$ cat src/smcg_params.svh
// Purpose: shared constants of the sleep mode clock gating block
// Assumes: 250 MHz system clock
// Notes: mode codes are the values presented on the sleep mode port
`ifndef SMCG_PARAMS_SVH
`define SMCG_PARAMS_SVH

`define SMCG_MODE_IDLE 3'h0
`define SMCG_MODE_PDOWN 3'h1
`define SMCG_MODE_PSAVE 3'h2
`define SMCG_MODE_STANDBY 3'h3
`define SMCG_MODE_EXTSTBY 3'h4

`define SMCG_RC_STARTUP_CYC 14'h0006
`define SMCG_ISR_MIN_CYC 14'h000D
`define SMCG_XTAL_STARTUP_CYC 14'h03E8
`define SMCG_CNT_W 14
`define SMCG_SYNC_N 4
`define SMCG_PRB_W 8

`endif

$ cat src/smcg_pkg.sv
// Purpose: types of the sleep mode clock gating block
// Assumes: nothing
// Notes: domain vector order is {per, rtc, sys_osc, rtc_osc, dma}
package smcg_pkg;
  typedef enum logic [2:0] {
    SMCG_ACTIVE,
    SMCG_SLEEP,
    SMCG_OSC_WAIT,
    SMCG_STARTUP,
    SMCG_ISR_WAIT
  } smcg_state_e;

  typedef logic [4:0] smcg_dom_t;
endpackage : smcg_pkg

$ cat src/smcg_sync.sv
// Purpose: three-stage synchroniser for one asynchronous level
// Assumes: input may change at any time
// Notes: output follows only when stages two and three agree
`timescale 1ns/10ps
module smcg_sync (
  input wire logic sys_clk_in,
  input wire logic rst_n_in,
  input wire logic async_in,
  output logic sync_out
);
  typedef struct packed {
    logic s1;
    logic s2;
    logic s3;
    logic out;
  } smcg_sync_s;

  smcg_sync_s st_reg;
  smcg_sync_s st_next;

  always_comb begin
    st_next = st_reg;
    st_next.s1 = async_in;
    st_next.s2 = st_reg.s1;
    st_next.s3 = st_reg.s2;
    // two-stage agreement filters a single metastable sample
    if (st_reg.s2 == st_reg.s3) begin
      st_next.out = st_reg.s3;
    end
  end

  always_ff @(posedge sys_clk_in or negedge rst_n_in) begin
    if (!rst_n_in) begin
      st_reg <= '0;
    end else begin
      st_reg <= st_next;
    end
  end

  assign sync_out = st_reg.out;
endmodule : smcg_sync

$ cat src/smcg_ctrl.sv
// Purpose: sleep mode controller gating cpu, peripheral and rtc clocks and oscillators
// Assumes: sleep request and peripheral interrupt come from logic on sys_clk_in
// Notes: pin wake sources, rtc interrupt and oscillator ready pass synchronisers
// Behaviour
// [RQ1] cpu clock stops in every sleep mode; mode chosen per entry
// [RQ2] idle stops only cpu and nonvolatile memories; other clocks run
// [RQ3] idle keeps dma and event routing running
// [RQ4] idle wakes on any enabled interrupt
// [RQ5] power-save keeps rtc clock and oscillator; stops rest; rtc wakes
// [RQ6] power-save wake waits for restarted system oscillator to stabilise
// [RQ7] power-down stops everything; no internal timer wakes it
// [RQ8] outside party wakes power-down via pin interrupt or address match
// [RQ9] battery backup variant keeps rtc running in every sleep mode
// [RQ10] standby is power-down with system oscillator kept running
// [RQ11] extended standby is power-save with system oscillator kept running
// [RQ12] port and address-match interrupts wake every sleep mode
// [RQ13] deep non-standby wake adds six cycles with rc or external clock
// [RQ14] power-save and power-down stop peripherals regardless of reduction bits
// [RQ15] at least thirteen cycles pass after wake before isr starts
// [RQ16] wake restarts gated domains, applies delay, then releases cpu clock
`timescale 1ns/10ps
`include "smcg_params.svh"
module smcg_ctrl #(
  parameter int PRB_W = `SMCG_PRB_W,
  parameter bit BATT_RTC = 1'b0,
  parameter logic [`SMCG_CNT_W-1:0] XTAL_STARTUP_CYC = `SMCG_XTAL_STARTUP_CYC
) (
  input wire logic sys_clk_in,
  input wire logic rst_n_in,
  input wire logic sleep_req_in,
  input wire logic [2:0] sleep_mode_in,
  input wire logic periph_irq_in,
  input wire logic async_port_irq_in,
  input wire logic two_wire_port_match_in,
  input wire logic rtc_irq_in,
  input wire logic sys_osc_ready_in,
  input wire logic rc_clock_sel_in,
  input wire logic [PRB_W-1:0] power_reduction_bits_in,
  output logic cpu_clk_en_out,
  output logic nvm_en_out,
  output logic periph_clk_en_out,
  output logic rtc_clk_en_out,
  output logic sys_osc_en_out,
  output logic rtc_osc_en_out,
  output logic dma_event_en_out,
  output logic [PRB_W-1:0] module_clk_en_out,
  output logic sleeping_out,
  output logic wake_pulse_out,
  output logic isr_allow_out
);
  typedef struct packed {
    smcg_pkg::smcg_state_e state;
    logic [2:0] mode;
    logic [`SMCG_CNT_W-1:0] cnt;
    logic cpu_en;
    logic nvm_en;
    smcg_pkg::smcg_dom_t dom;
    logic [PRB_W-1:0] mod_en;
    logic wake;
    logic isr_ok;
  } smcg_ctrl_s;

  smcg_ctrl_s st_reg;
  smcg_ctrl_s st_next;
  logic [`SMCG_SYNC_N-1:0] raw_async;
  logic [`SMCG_SYNC_N-1:0] sync_async;
  logic port_s;
  logic match_s;
  smcg_pkg::smcg_dom_t entry_dom;
  smcg_pkg::smcg_dom_t cur_dom;
  logic rtc_s;
  logic osc_s;
  logic mode_ok;
  logic wake_src;
  logic deep_mode;

  assign raw_async = {sys_osc_ready_in, rtc_irq_in, two_wire_port_match_in, async_port_irq_in};

  generate
    for (genvar i = 0; i < `SMCG_SYNC_N; i++) begin : g_sync
      smcg_sync u_sync (
        .sys_clk_in(sys_clk_in),
        .rst_n_in(rst_n_in),
        .async_in(raw_async[i]),
        .sync_out(sync_async[i])
      );
    end
  endgenerate

  assign port_s = sync_async[0];
  assign match_s = sync_async[1];
  assign rtc_s = sync_async[2];
  assign osc_s = sync_async[3];

  // domains kept alive per mode, order {per, rtc, sys_osc, rtc_osc, dma}
  function automatic smcg_pkg::smcg_dom_t sleep_domains(input logic [2:0] m);
    smcg_pkg::smcg_dom_t d;
    d = 5'h00;
    case (m)
      // [RQ2] [RQ3] idle keeps all clocks
      `SMCG_MODE_IDLE: d = 5'h1F;
      // [RQ7] power-down all off
      `SMCG_MODE_PDOWN: d = 5'h00;
      // [RQ5] power-save rtc only
      `SMCG_MODE_PSAVE: d = 5'h0A;
      // [RQ10] standby sys osc only
      `SMCG_MODE_STANDBY: d = 5'h04;
      // [RQ11] extended standby rtc plus osc
      `SMCG_MODE_EXTSTBY: d = 5'h0E;
      default: d = 5'h1F;
    endcase
    // [RQ9] backed-up rtc never stops
    if (BATT_RTC) begin
      d = d | 5'h0A;
    end
    return d;
  endfunction : sleep_domains

  assign mode_ok = (sleep_mode_in <= `SMCG_MODE_EXTSTBY);
  assign deep_mode = (st_reg.mode == `SMCG_MODE_PDOWN) || (st_reg.mode == `SMCG_MODE_PSAVE);
  // domain vectors held as nets so single bits can be selected
  assign entry_dom = sleep_domains(sleep_mode_in);
  assign cur_dom = sleep_domains(st_reg.mode);

  // wake qualification per mode
  always_comb begin
    // [RQ12] pin and address-match wake always
    wake_src = port_s | match_s;
    case (st_reg.mode)
      // [RQ4] idle any interrupt
      `SMCG_MODE_IDLE: wake_src = wake_src | periph_irq_in | rtc_s;
      // [RQ5] [RQ11] rtc wake allowed
      `SMCG_MODE_PSAVE, `SMCG_MODE_EXTSTBY: wake_src = wake_src | rtc_s;
      // [RQ7] [RQ10] no timer wake; relies on outside stimulus
      default: wake_src = port_s | match_s;
    endcase
  end

  always_comb begin
    st_next = st_reg;
    st_next.wake = 1'b0;
    case (st_reg.state)
      smcg_pkg::SMCG_ACTIVE: begin
        st_next.mod_en = ~power_reduction_bits_in;
        // [RQ1] stop cpu, mode taken fresh each entry
        if (sleep_req_in && mode_ok) begin
          st_next.state = smcg_pkg::SMCG_SLEEP;
          st_next.mode = sleep_mode_in;
          st_next.cpu_en = 1'b0;
          st_next.nvm_en = 1'b0;
          st_next.dom = entry_dom;
          // [RQ14] peripheral clock off overrides reduction bits
          if (entry_dom[4] == 1'b0) begin
            st_next.mod_en = '0;
          end
        end
      end
      smcg_pkg::SMCG_SLEEP: begin
        if (cur_dom[4]) begin
          st_next.mod_en = ~power_reduction_bits_in;
        end
        // [RQ16] restart gated domains on wake
        if (wake_src) begin
          st_next.dom = 5'h1F;
          st_next.mod_en = ~power_reduction_bits_in;
          st_next.cnt = '0;
          if (deep_mode) begin
            st_next.state = smcg_pkg::SMCG_OSC_WAIT;
          end else begin
            st_next.state = smcg_pkg::SMCG_STARTUP;
          end
        end
      end
      smcg_pkg::SMCG_OSC_WAIT: begin
        st_next.mod_en = ~power_reduction_bits_in;
        // [RQ6] hold until oscillator ready
        if (osc_s) begin
          st_next.state = smcg_pkg::SMCG_STARTUP;
          // [RQ13] six cycle start-up for rc or external clock
          if (rc_clock_sel_in) begin
            st_next.cnt = `SMCG_RC_STARTUP_CYC - 14'h0001;
          end else begin
            st_next.cnt = XTAL_STARTUP_CYC - 14'h0001;
          end
        end
      end
      smcg_pkg::SMCG_STARTUP: begin
        st_next.mod_en = ~power_reduction_bits_in;
        if (st_reg.cnt == '0) begin
          // [RQ16] release cpu clock last
          st_next.state = smcg_pkg::SMCG_ISR_WAIT;
          st_next.cpu_en = 1'b1;
          st_next.nvm_en = 1'b1;
          st_next.wake = 1'b1;
          st_next.isr_ok = 1'b0;
          st_next.cnt = `SMCG_ISR_MIN_CYC - 14'h0001;
        end else begin
          st_next.cnt = st_reg.cnt - 14'h0001;
        end
      end
      smcg_pkg::SMCG_ISR_WAIT: begin
        st_next.mod_en = ~power_reduction_bits_in;
        // [RQ15] vector stacking window
        if (st_reg.cnt == '0) begin
          st_next.state = smcg_pkg::SMCG_ACTIVE;
          st_next.isr_ok = 1'b1;
        end else begin
          st_next.cnt = st_reg.cnt - 14'h0001;
        end
      end
      default: begin
        st_next.state = smcg_pkg::SMCG_ACTIVE;
      end
    endcase
  end

  always_ff @(posedge sys_clk_in or negedge rst_n_in) begin
    if (!rst_n_in) begin
      st_reg.state <= smcg_pkg::SMCG_ACTIVE;
      st_reg.mode <= `SMCG_MODE_IDLE;
      st_reg.cnt <= '0;
      st_reg.cpu_en <= 1'b1;
      st_reg.nvm_en <= 1'b1;
      st_reg.dom <= 5'h1F;
      st_reg.mod_en <= '1;
      st_reg.wake <= 1'b0;
      st_reg.isr_ok <= 1'b1;
    end else begin
      st_reg <= st_next;
    end
  end

  assign cpu_clk_en_out = st_reg.cpu_en;
  assign nvm_en_out = st_reg.nvm_en;
  assign periph_clk_en_out = st_reg.dom[4];
  assign rtc_clk_en_out = st_reg.dom[3];
  assign sys_osc_en_out = st_reg.dom[2];
  assign rtc_osc_en_out = st_reg.dom[1];
  assign dma_event_en_out = st_reg.dom[0];
  assign module_clk_en_out = st_reg.mod_en;
  assign sleeping_out = (st_reg.state == smcg_pkg::SMCG_SLEEP);
  assign wake_pulse_out = st_reg.wake;
  assign isr_allow_out = st_reg.isr_ok;
endmodule : smcg_ctrl

$ cat config.mk
export PLATFORM = sky130hd
export DESIGN_NAME = smcg_ctrl
export DESIGN_NICKNAME = d
export VERILOG_FILES = /design/src/smcg_pkg.sv /design/src/smcg_sync.sv /design/src/smcg_ctrl.sv
export VERILOG_INCLUDE_DIRS = /design/src /design/src/src
export SDC_FILE = /design/constraint.sdc
export NUM_CORES = 1
export LEC_CHECK = 0
export BUFFER_PORTS_ARGS = -buffer_cell sky130_fd_sc_hd__buf_2
export CAP_MARGIN = 10
export CORE_MARGIN = 5
export CORE_UTILIZATION = 40
export DETAILED_ROUTE_END_ITERATION = 16
export GPL_TIMING_DRIVEN = 0
export PLACE_DENSITY = 0.6
export RECOVER_POWER = 50
export SLEW_MARGIN = 10
export SYNTH_ARGS = -nofsm -noshare
export SYNTH_HDL_FRONTEND = slang
export SYNTH_SLANG_ARGS = --single-unit
$ cat constraint.sdc
create_clock -name sys_clk_in -period 2.6 [get_ports sys_clk_in]
set_clock_uncertainty 0.05 [all_clocks]
set_input_delay 0.39 -clock sys_clk_in [delete_from_list [all_inputs] [get_ports sys_clk_in]]
set_output_delay 0.39 -clock sys_clk_in [all_outputs]
set_load 0.05 [all_outputs]
==> flow_summary_export.csv, run 1 <==
group,metric,value,unit
die,core_area,5890,sq um
grt,grt-ovfl-total,0,
detailed_routing,wire_per_inst,13.4,um
detailed_routing,top_layer_used,"met4",
cells_and_area,n_antenna_cell,0,
job,cap_violations,0,
detailed_routing,drt_iter0_markers,115,
die,row_count,28,
cells_and_area,multiInputGateArea,1000,sq um
sta,tns,0,ns
yosys,async_flop_share,100,%
sta,finalCritPeriodShare,93.4,%
sta,grt_setup_unrepaired,"false",
clocking,cts_sinks,50,
placement,dpl.hpwl,3400,um
sta,worst_slack,0.172,ns
yosys,syn_area_per_cell,10.2,sq um
power_and_ir_drop,p_per_area,1310,nW/um^2
die,dieArea,7630,sq um
detailed_routing,wl_met3,207,um
sta,final_hold_viol_count,0,
grt,antenna_found_initial,0,
detailed_routing,route.detailed.drc,0,
outcome,status,"complete, no violations",
clocking,cts_buffer_depth,2,
setup_path,ff2ff_setup_slack,0.17,ns
power_and_ir_drop,totalPowerFinal,3.71,mW
clocking,cts_inserted_buffers,5,
cells_and_area,final_nets,303,
cells_and_area,drive_gt1_share,35.3,%
grt,grt_pass1_vias,1826,
cells_and_area,largest_reg_flops,20,
power_and_ir_drop,max-vdd-ir-drop,0.605,mV
cells_and_area,seq_area,1270,sq um
setup_path,end_kind,"flop",
placement,preCtsSetupSlack,-0.317,ns
sta,fmax,0.412,GHz
cells_and_area,area_delta_synth_final,18.4,%
setup_path,required,2.74,ns
die,ios,38,
die,start_util,40.7,%
cells_and_area,final_cell_mix,"37 x buf_2, 37 x dfrtp_1, 34 x nor2_1, 19 x o21ai_0, 18 x nand2_1",
detailed_routing,dr.pass1.iters,4,
clocking,cts.htree.levels,2,
setup_path,crit_fanout,6,
die,dieHeight,87.4,um
setup_path,startpoint_type,"flop",
detailed_routing,wirelength_met1,2300,um
detailed_routing,wl_met2,2210,um
yosys,netlist_instances,235,
detailed_routing,antenna_left,0,
power_and_ir_drop,p_leak,1.28,nW
grt,grt_util_all_layers,13.6,%
placement,io_buffer_count,37,
yosys,syn_area,2390,sq um
yosys,synth_edf_count,0,
sta,post-route-min-period,2.43,ns
yosys,yosysSeqAreaShare,52.9,%
clocking,clk_pin_slew_worst_paths,0.09,ns
clocking,clkLatencyLatePin,0.30,ns
sta,tightest_slew,1.21,ns
setup_path,crit_type,"flop to flop",
grt,grt_pass1_wl,8250,um
yosys,synthDistinctLibCells,49,
detailed_routing,routed_via_density,5.05,
hold_path,hold_class,"input pin to flop",
sta,max_slew_margin,19.3,%
placement,place_congestion,0.806,
yosys,synth_seq_cells,50,
die,die_x,87.4,um
clocking,clockRootBuffer,"clkbuf_8",
yosys,synth_ff_type,"dfrtp_1",
grt,grt_max_degree,51,
clocking,cts-hold-fix-buffers,0,
sta,report.final.slew_viol_count,0,
detailed_routing,wl,4790,um
sta,hold_slack,0.141,ns
setup_path,critPathArrivalTime,2.56,ns
detailed_routing,vias,1809,
clocking,cts_tree,"yes",
yosys,synth_nets,256,
yosys,yosysWarnings,0,
cells_and_area,fillers,558,
sta,setup_violations,0,
-- cells by family after synthesis --
logic type,count (synthesis),synth area share [%]
buf+inv,28,6.48
fa+ha+maj,5,2.19
compound gates,59,16.0
xor+xnor,2,0.732
mux,10,4.86
simple gates,81,16.8
flops,50,52.9
-- cell type report --
cell class                      count  area share [%]
Buffer                             16            3.88
Clock buffer                        6            2.56
Clock inverter                      2            1.37
Inverter                           12            1.59
Multi-Input combinational cell    157            35.3
Sequential cell                    50            44.7
Tap cell                           75            3.31
Timing Repair Buffer               40            7.33
-- per-stage QoR --
stage | instances | instance area (sq um) | utilization (%)
floorplan | 235 | 2390 | -
global placement | 347 | 2670 | 45.4
detailed placement | 347 | 2670 | 45.4
CTS | 355 | 2800 | 47.5
global route | 358 | 2840 | 48.2
finish | 358 | 2840 | 48.2
-- power by group --
group	leakage (nW)	switching, mW	total, mW	internal [mW]
combinational	0.624	1.17	1.94	0.764
sequential	0.600	0.185	1.22	1.04
clock	0.0554	0.258	0.548	0.289
-- cell usage after synthesis, drive strengths merged (2+ instances only) --
cell     n  area share, %
a21o     2           0.63
a21oi   15            3.4
a31oi    6            1.6
buf     13            4.1
clkbuf   3           0.47
dfrtp   37             39
dfstp   13             14
inv     12            1.9
maj3     4            1.7
mux2    10            4.9
nand2   18            2.8
nand2b   2           0.52
nand3    3           0.84
nand3b   3           0.94
nor2    34            5.3
nor3     5            1.0
nor4     3           0.78
o211ai   2           0.63
o21ai   19            4.0
o22ai    5            1.3
or2      2           0.63
or3      3            1.2
or3b     2           0.73
xnor2    2           0.73
-- what timing repair did --
item,in CTS,in global routing
buffers inserted,0,3
pin swaps,0,1
cloned,0,0
setup endpoints to repair,15,12
resized for setup,2,3
-- metal layers --
metal  up-vias  GRT usage [%]
met5         -              0
met4         0           5.30
met3         9           3.60
met2        40           21.4
met1       856           17.9
li1        904              -
-- critical path, cell delays in order (launching register included) --
cell and delay, ns:
dfrtp_1 0.43, inv_1 0.10, ha_1 0.20, nor3b_4 0.31, nand3_2 0.17, or2_4 0.29
a221oi_4 0.22, buf_4 0.19, inv_2 0.07, mux2_4 0.29
-- worst paths after layout --
path                                                   from                           to  cells past startpoint
worst max-delay path                             st_reg[17]                   st_reg[17]                      9
worst min-delay path                       sys_osc_ready_in  g_sync[3].u_sync.st_next[2]                      1
worst max register to register                   st_reg[17]                   st_reg[17]                      9
worst min register to register  g_sync[3].u_sync.st_next[2]  g_sync[3].u_sync.st_next[1]                      0
max in group asynchronous                          rst_n_in                   st_reg[28]                      1
min in group asynchronous                          rst_n_in                   st_reg[18]                      1
No activity file was read; power rests on OpenSTA's default activity.
==> run 2: changes to the inputs <==
Settings changed: CELL_PAD_IN_SITES_DETAIL_PLACEMENT set to 0, CELL_PAD_IN_SITES_GLOBAL_PLACEMENT set to 2, CORE_UTILIZATION 40 to 32, PLACE_DENSITY 0.6 to 0.73.
==> flow_summary_export.csv, run 2 (synthesized netlist as in run 1, its figures left out) <==
group,metric,value,unit
sta,finalCritPeriodShare,93.0,%
cells_and_area,largest_reg_flops,20,
clocking,cts_inserted_buffers,5,
setup_path,crit_fanout,6,
job,cap_violations,0,
placement,place_congestion,0.723,
die,start_util,33.0,%
clocking,cts_buffer_depth,2,
setup_path,startpoint_type,"flop",
clocking,cts_sinks,50,
power_and_ir_drop,p_sw_share,42.5,%
cells_and_area,drive_gt1_share,35.9,%
placement,dpl.hpwl,3690,um
setup_path,crit_type,"flop to flop",
sta,max_slew_margin,15.3,%
outcome,status,"complete, no violations",
grt,antenna_found_initial,0,
sta,fmax,0.413,GHz
sta,post-route-min-period,2.42,ns
clocking,clkLatencyLatePin,0.30,ns
die,dieArea,9310,sq um
setup_path,critPathArrivalTime,2.56,ns
power_and_ir_drop,p_leak,1.30,nW
die,ios,38,
power_and_ir_drop,pwr-share-comb,51.0,%
power_and_ir_drop,totalPowerFinal,3.87,mW
die,die_x,96.5,um
die,core_area,7250,sq um
sta,grt_setup_unrepaired,"false",
clocking,cts_tree,"yes",
sta,report.final.slew_viol_count,0,
die,dieHeight,96.5,um
power_and_ir_drop,max-vdd-ir-drop,0.408,mV
setup_path,required,2.74,ns
clocking,clockRootBuffer,"clkbuf_8",
detailed_routing,wire_per_inst,13.4,um
detailed_routing,antenna_left,0,
cells_and_area,n_antenna_cell,0,
clocking,cts-hold-fix-buffers,0,
power_and_ir_drop,p_clk_share,17.4,%
sta,tightest_slew,1.27,ns
cells_and_area,area_delta_synth_final,21.3,%
die,row_count,31,
cells_and_area,final_cell_mix,"37 x buf_2, 37 x dfrtp_1, 34 x nor2_1, 19 x o21ai_0, 18 x nand2_1",
clocking,cts.htree.levels,2,
power_and_ir_drop,p_sw,1.65,mW
placement,io_buffer_count,37,
power_and_ir_drop,pwr-share-seq,31.5,%
grt,grt_max_degree,51,
detailed_routing,routed_via_density,4.67,
clocking,clk_pin_slew_worst_paths,0.10,ns
grt,grt-ovfl-total,0,
setup_path,end_kind,"flop",
hold_path,hold_class,"input pin to flop",
detailed_routing,vias,1789,
detailed_routing,wl,5140,um
power_and_ir_drop,p_per_area,1330,nW/um^2
detailed_routing,drt_iter0_markers,40,
grt,grt_pass1_vias,1848,
detailed_routing,route.detailed.drc,0,
cells_and_area,final_nets,304,
placement,placed_cells,371,
sta,setup_violations,0,
sta,final_hold_viol_count,0,
detailed_routing,dr.pass1.iters,4,
power_and_ir_drop,p_int,2.23,mW
grt,grt_pass1_wl,8640,um
grt,grt_util_all_layers,11.8,%
sta,hold_slack,0.138,ns
cells_and_area,fin_util,40.0,%
cells_and_area,final_cells,383,
run 2: cell types whose count changed in the layout (fill, tap and decap cells not counted):
cell / before / now
clkbuf_8: 5 / 6
buf_4: 14 / 15
clkbuf_1: 4 / 3
bufinv_16: 1 / 2
clkinv_4: 1 / 0
run 2: worst paths after layout:
kind	from	to	slack [ns]	depth (start not counted)
worst max-delay path	st_reg[28]	st_reg[17]	0.18	7
worst max register to register	st_reg[28]	st_reg[17]	0.18	7
min in group asynchronous	rst_n_in	st_reg[31]	0.30	1
worst min-delay path	sys_osc_ready_in	g_sync[3].u_sync.st_next[2]	0.14	1
max in group asynchronous	rst_n_in	st_reg[17]	1.43	1
worst min register to register	g_sync[1].u_sync.st_next[2]	g_sync[1].u_sync.st_next[1]	0.30	0
run 2: critical path, cell delays in order (launching register included):
cell	delay, ns
dfrtp_1	0.43
or3_4	0.41
or3_4	0.37
or2_4	0.29
a221oi_4	0.21
buf_4	0.19
inv_2	0.06
mux2_4	0.29
run 2: area by class of cell:
class	count	area (sq um)
Timing Repair Buffer	41	215
Fill cell	745	4350
Sequential cell	50	1270
Multi-Input combinational cell	157	1000
Tap cell	99	124
Buffer	16	110
Clock buffer	6	82.6
Clock inverter	2	60.1
Inverter	12	45.0
run 2: repair_timing:
action,in CTS,in global routing
endpoints found under the hold margin,0,0
gates cloned,0,0
setup buffers,0,4
pin swaps,0,1
endpoints found under the setup margin,16,12
gates resized for setup,2,3
run 2: metal layers:
layer / routed length (um) / GRT usage (%) / vias up
li1: - / - / 907
met1: 2530 / 16.0 / 843
met2: 2350 / 19.0 / 33
met3: 211 / 2.94 / 6
met4: 49 / 2.45 / 0
met5: 0 / 0 / -
run 2: metrics by stage:
stage / area (sq um) / worst slack (ns) / TNS [ns]
floorplan: 2390 / 0.163 / 0
global placement: 2700 / -0.412 / -4.71
detailed placement: 2700 / -0.350 / -3.82
CTS: 2860 / 0.0192 / 0
global route: 2900 / 0.0415 / 0
finish: 2900 / 0.181 / 0
run 2: power groups by stage:
| stage | logic [mW] | clock network (mW) | registers [mW] |
|---|---|---|---|
| detailed placement | 1.90 | 0 | 1.23 |
| floorplan | 1.40 | 0 | 1.29 |
| CTS | 1.92 | 0.693 | 1.22 |
| finish | 1.98 | 0.676 | 1.22 |
| global route | 2.18 | 0.723 | 1.26 |
| global placement | 1.91 | 0 | 1.22 |
==> run 3: changes to the inputs <==
Settings changed: ABC_AREA set to 0, ABC_CLOCK_PERIOD_IN_PS set to 2600, CORE_UTILIZATION 32 to 33, CTS_BUF_LIST set to sky130_fd_sc_hd__clkbuf_8, PLACE_DENSITY 0.73 to 0.75.
==> flow_summary_export.csv, run 3 (synthesized netlist as in run 1, its figures left out) <==
group,metric,value,unit
outcome,status,"complete, no violations",
detailed_routing,wl,5190,um
setup_path,end_kind,"flop",
sta,tightest_slew,1.25,ns
setup_path,startpoint_type,"flop",
clocking,cts_inserted_buffers,5,
die,dieArea,9060,sq um
grt,grt_max_degree,51,
power_and_ir_drop,p_per_area,1290,nW/um^2
cells_and_area,area_delta_synth_final,18.9,%
clocking,cts-hold-fix-buffers,0,
sta,post-route-min-period,2.47,ns
cells_and_area,multiInputGateArea,1000,sq um
die,dieHeight,95.2,um
sta,fmax,0.405,GHz
setup_path,crit_type,"flop to flop",
hold_path,hold_class,"input pin to flop",
grt,grt_pass1_vias,1892,
cells_and_area,final_nets,303,
die,core_area,7180,sq um
grt,antenna_found_initial,0,
setup_path,crit_fanout,6,
clocking,cts_sinks,50,
placement,io_buffer_count,37,
clocking,clk_pin_slew_worst_paths,0.09,ns
detailed_routing,drt_iter0_markers,67,
cells_and_area,n_antenna_cell,0,
sta,setup_violations,0,
grt,grt_pass1_wl,8940,um
clocking,cts_buffer_depth,2,
sta,final_hold_viol_count,0,
grt,grt-ovfl-total,0,
placement,placed_cells,371,
detailed_routing,routed_via_density,4.74,
sta,finalCritPeriodShare,94.9,%
die,start_util,33.4,%
cells_and_area,final_cell_mix,"37 x buf_2, 37 x dfrtp_1, 33 x nor2_1, 18 x nand2_1, 18 x o21ai_0",
detailed_routing,route.detailed.drc,0,
setup_path,ff2ff_path_depth,9,
die,row_count,31,
cells_and_area,fin_util,39.7,%
job,cap_violations,0,
clocking,clkLatencyLatePin,0.30,ns
cells_and_area,seq_area,1270,sq um
die,ios,38,
placement,dpl.hpwl,3610,um
cells_and_area,fillers,732,
clocking,cts.htree.levels,2,
clocking,cts_tree,"yes",
detailed_routing,vias,1811,
clocking,clockRootBuffer,"clkbuf_8",
placement,place_congestion,0.751,
sta,report.final.slew_viol_count,0,
setup_path,required,2.74,ns
detailed_routing,wire_per_inst,13.6,um
hold_path,worstHoldPathCells,1,
power_and_ir_drop,max-vdd-ir-drop,0.466,mV
cells_and_area,drive_gt1_share,35.7,%
cells_and_area,final_cells,382,
detailed_routing,antenna_left,0,
setup_path,critPathArrivalTime,2.61,ns
sta,max_slew_margin,16.8,%
detailed_routing,dr.pass1.iters,4,
die,die_x,95.2,um
cells_and_area,largest_reg_flops,20,
grt,grt_util_all_layers,12.5,%
power_and_ir_drop,p_leak,1.28,nW
[run 3: power by group]
group	switching (mW)	total [mW]	internal (mW)
Sequential	0.187	1.23	1.04
Combinational	1.20	1.97	0.768
Clock	0.258	0.470	0.212
Total	1.65	3.67	2.02
[run 3: routing by layer]
metal	GRT usage, %	share of wire, %	vias up
li1	-	-	905
met1	16.7	48	874
met2	20.3	47	28
met3	3.08	3.4	4
met4	2.88	0.96	0
met5	0	0	-
[run 3: repair_timing]
action	in CTS	in global routing
pin swaps	0	1
endpoints found under the setup margin	16	14
gates resized for setup	2	5
setup buffers	0	3
cloned	0	0
[run 3: worst max-delay path, cell delays in order, from the launching register on]
cell and delay [ns]:
dfrtp_1 0.44, inv_1 0.11, ha_1 0.20, nor3b_4 0.32
nand3_2 0.19, or2_4 0.30, a221oi_4 0.21, buf_4 0.19
inv_2 0.07, mux2_4 0.29
[run 3: final timing paths]
check,from,to,slack (ns)
max in group asynchronous,rst_n_in,g_sync[3].u_sync.st_next[1],1.45
worst min-delay path,async_port_irq_in,g_sync[0].u_sync.st_next[2],0.14
min in group asynchronous,rst_n_in,st_reg[18],0.29
worst max-delay path,st_reg[17],st_reg[17],0.13
worst min register to register,g_sync[2].u_sync.st_next[2],g_sync[2].u_sync.st_next[1],0.31
worst max register to register,st_reg[17],st_reg[17],0.13
[run 3: area by class of cell]
type / instances / area share, %
Clock inverter: 2 / 0.308
Sequential cell: 50 / 44.5
Buffer: 16 / 3.87
Inverter: 12 / 1.58
Tap cell: 99 / 4.35
Timing Repair Buffer: 40 / 7.29
Multi-Input combinational cell: 157 / 35.2
Clock buffer: 6 / 2.90
[run 3: stage by stage]
| step | setup slack [ns] | setup TNS [ns] | cell area [sq um] | power (mW) | hold WS [ns] |
|---|---|---|---|---|---|
| 2_1_floorplan | 0.163 | 0 | 2390 | 2.69 | 0.0444 |
| 3_3_place_gp | -0.403 | -4.55 | 2700 | 3.12 | 0.282 |
| 3_5_place_dp | -0.411 | -4.71 | 2700 | 3.12 | 0.287 |
| 4_1_cts | 0.00498 | 0 | 2810 | 3.62 | 0.126 |
| 5_1_grt | -0.0204 | -0.0248 | 2850 | 3.96 | 0.124 |
| 6_report | 0.131 | 0 | 2850 | 3.67 | 0.139 |
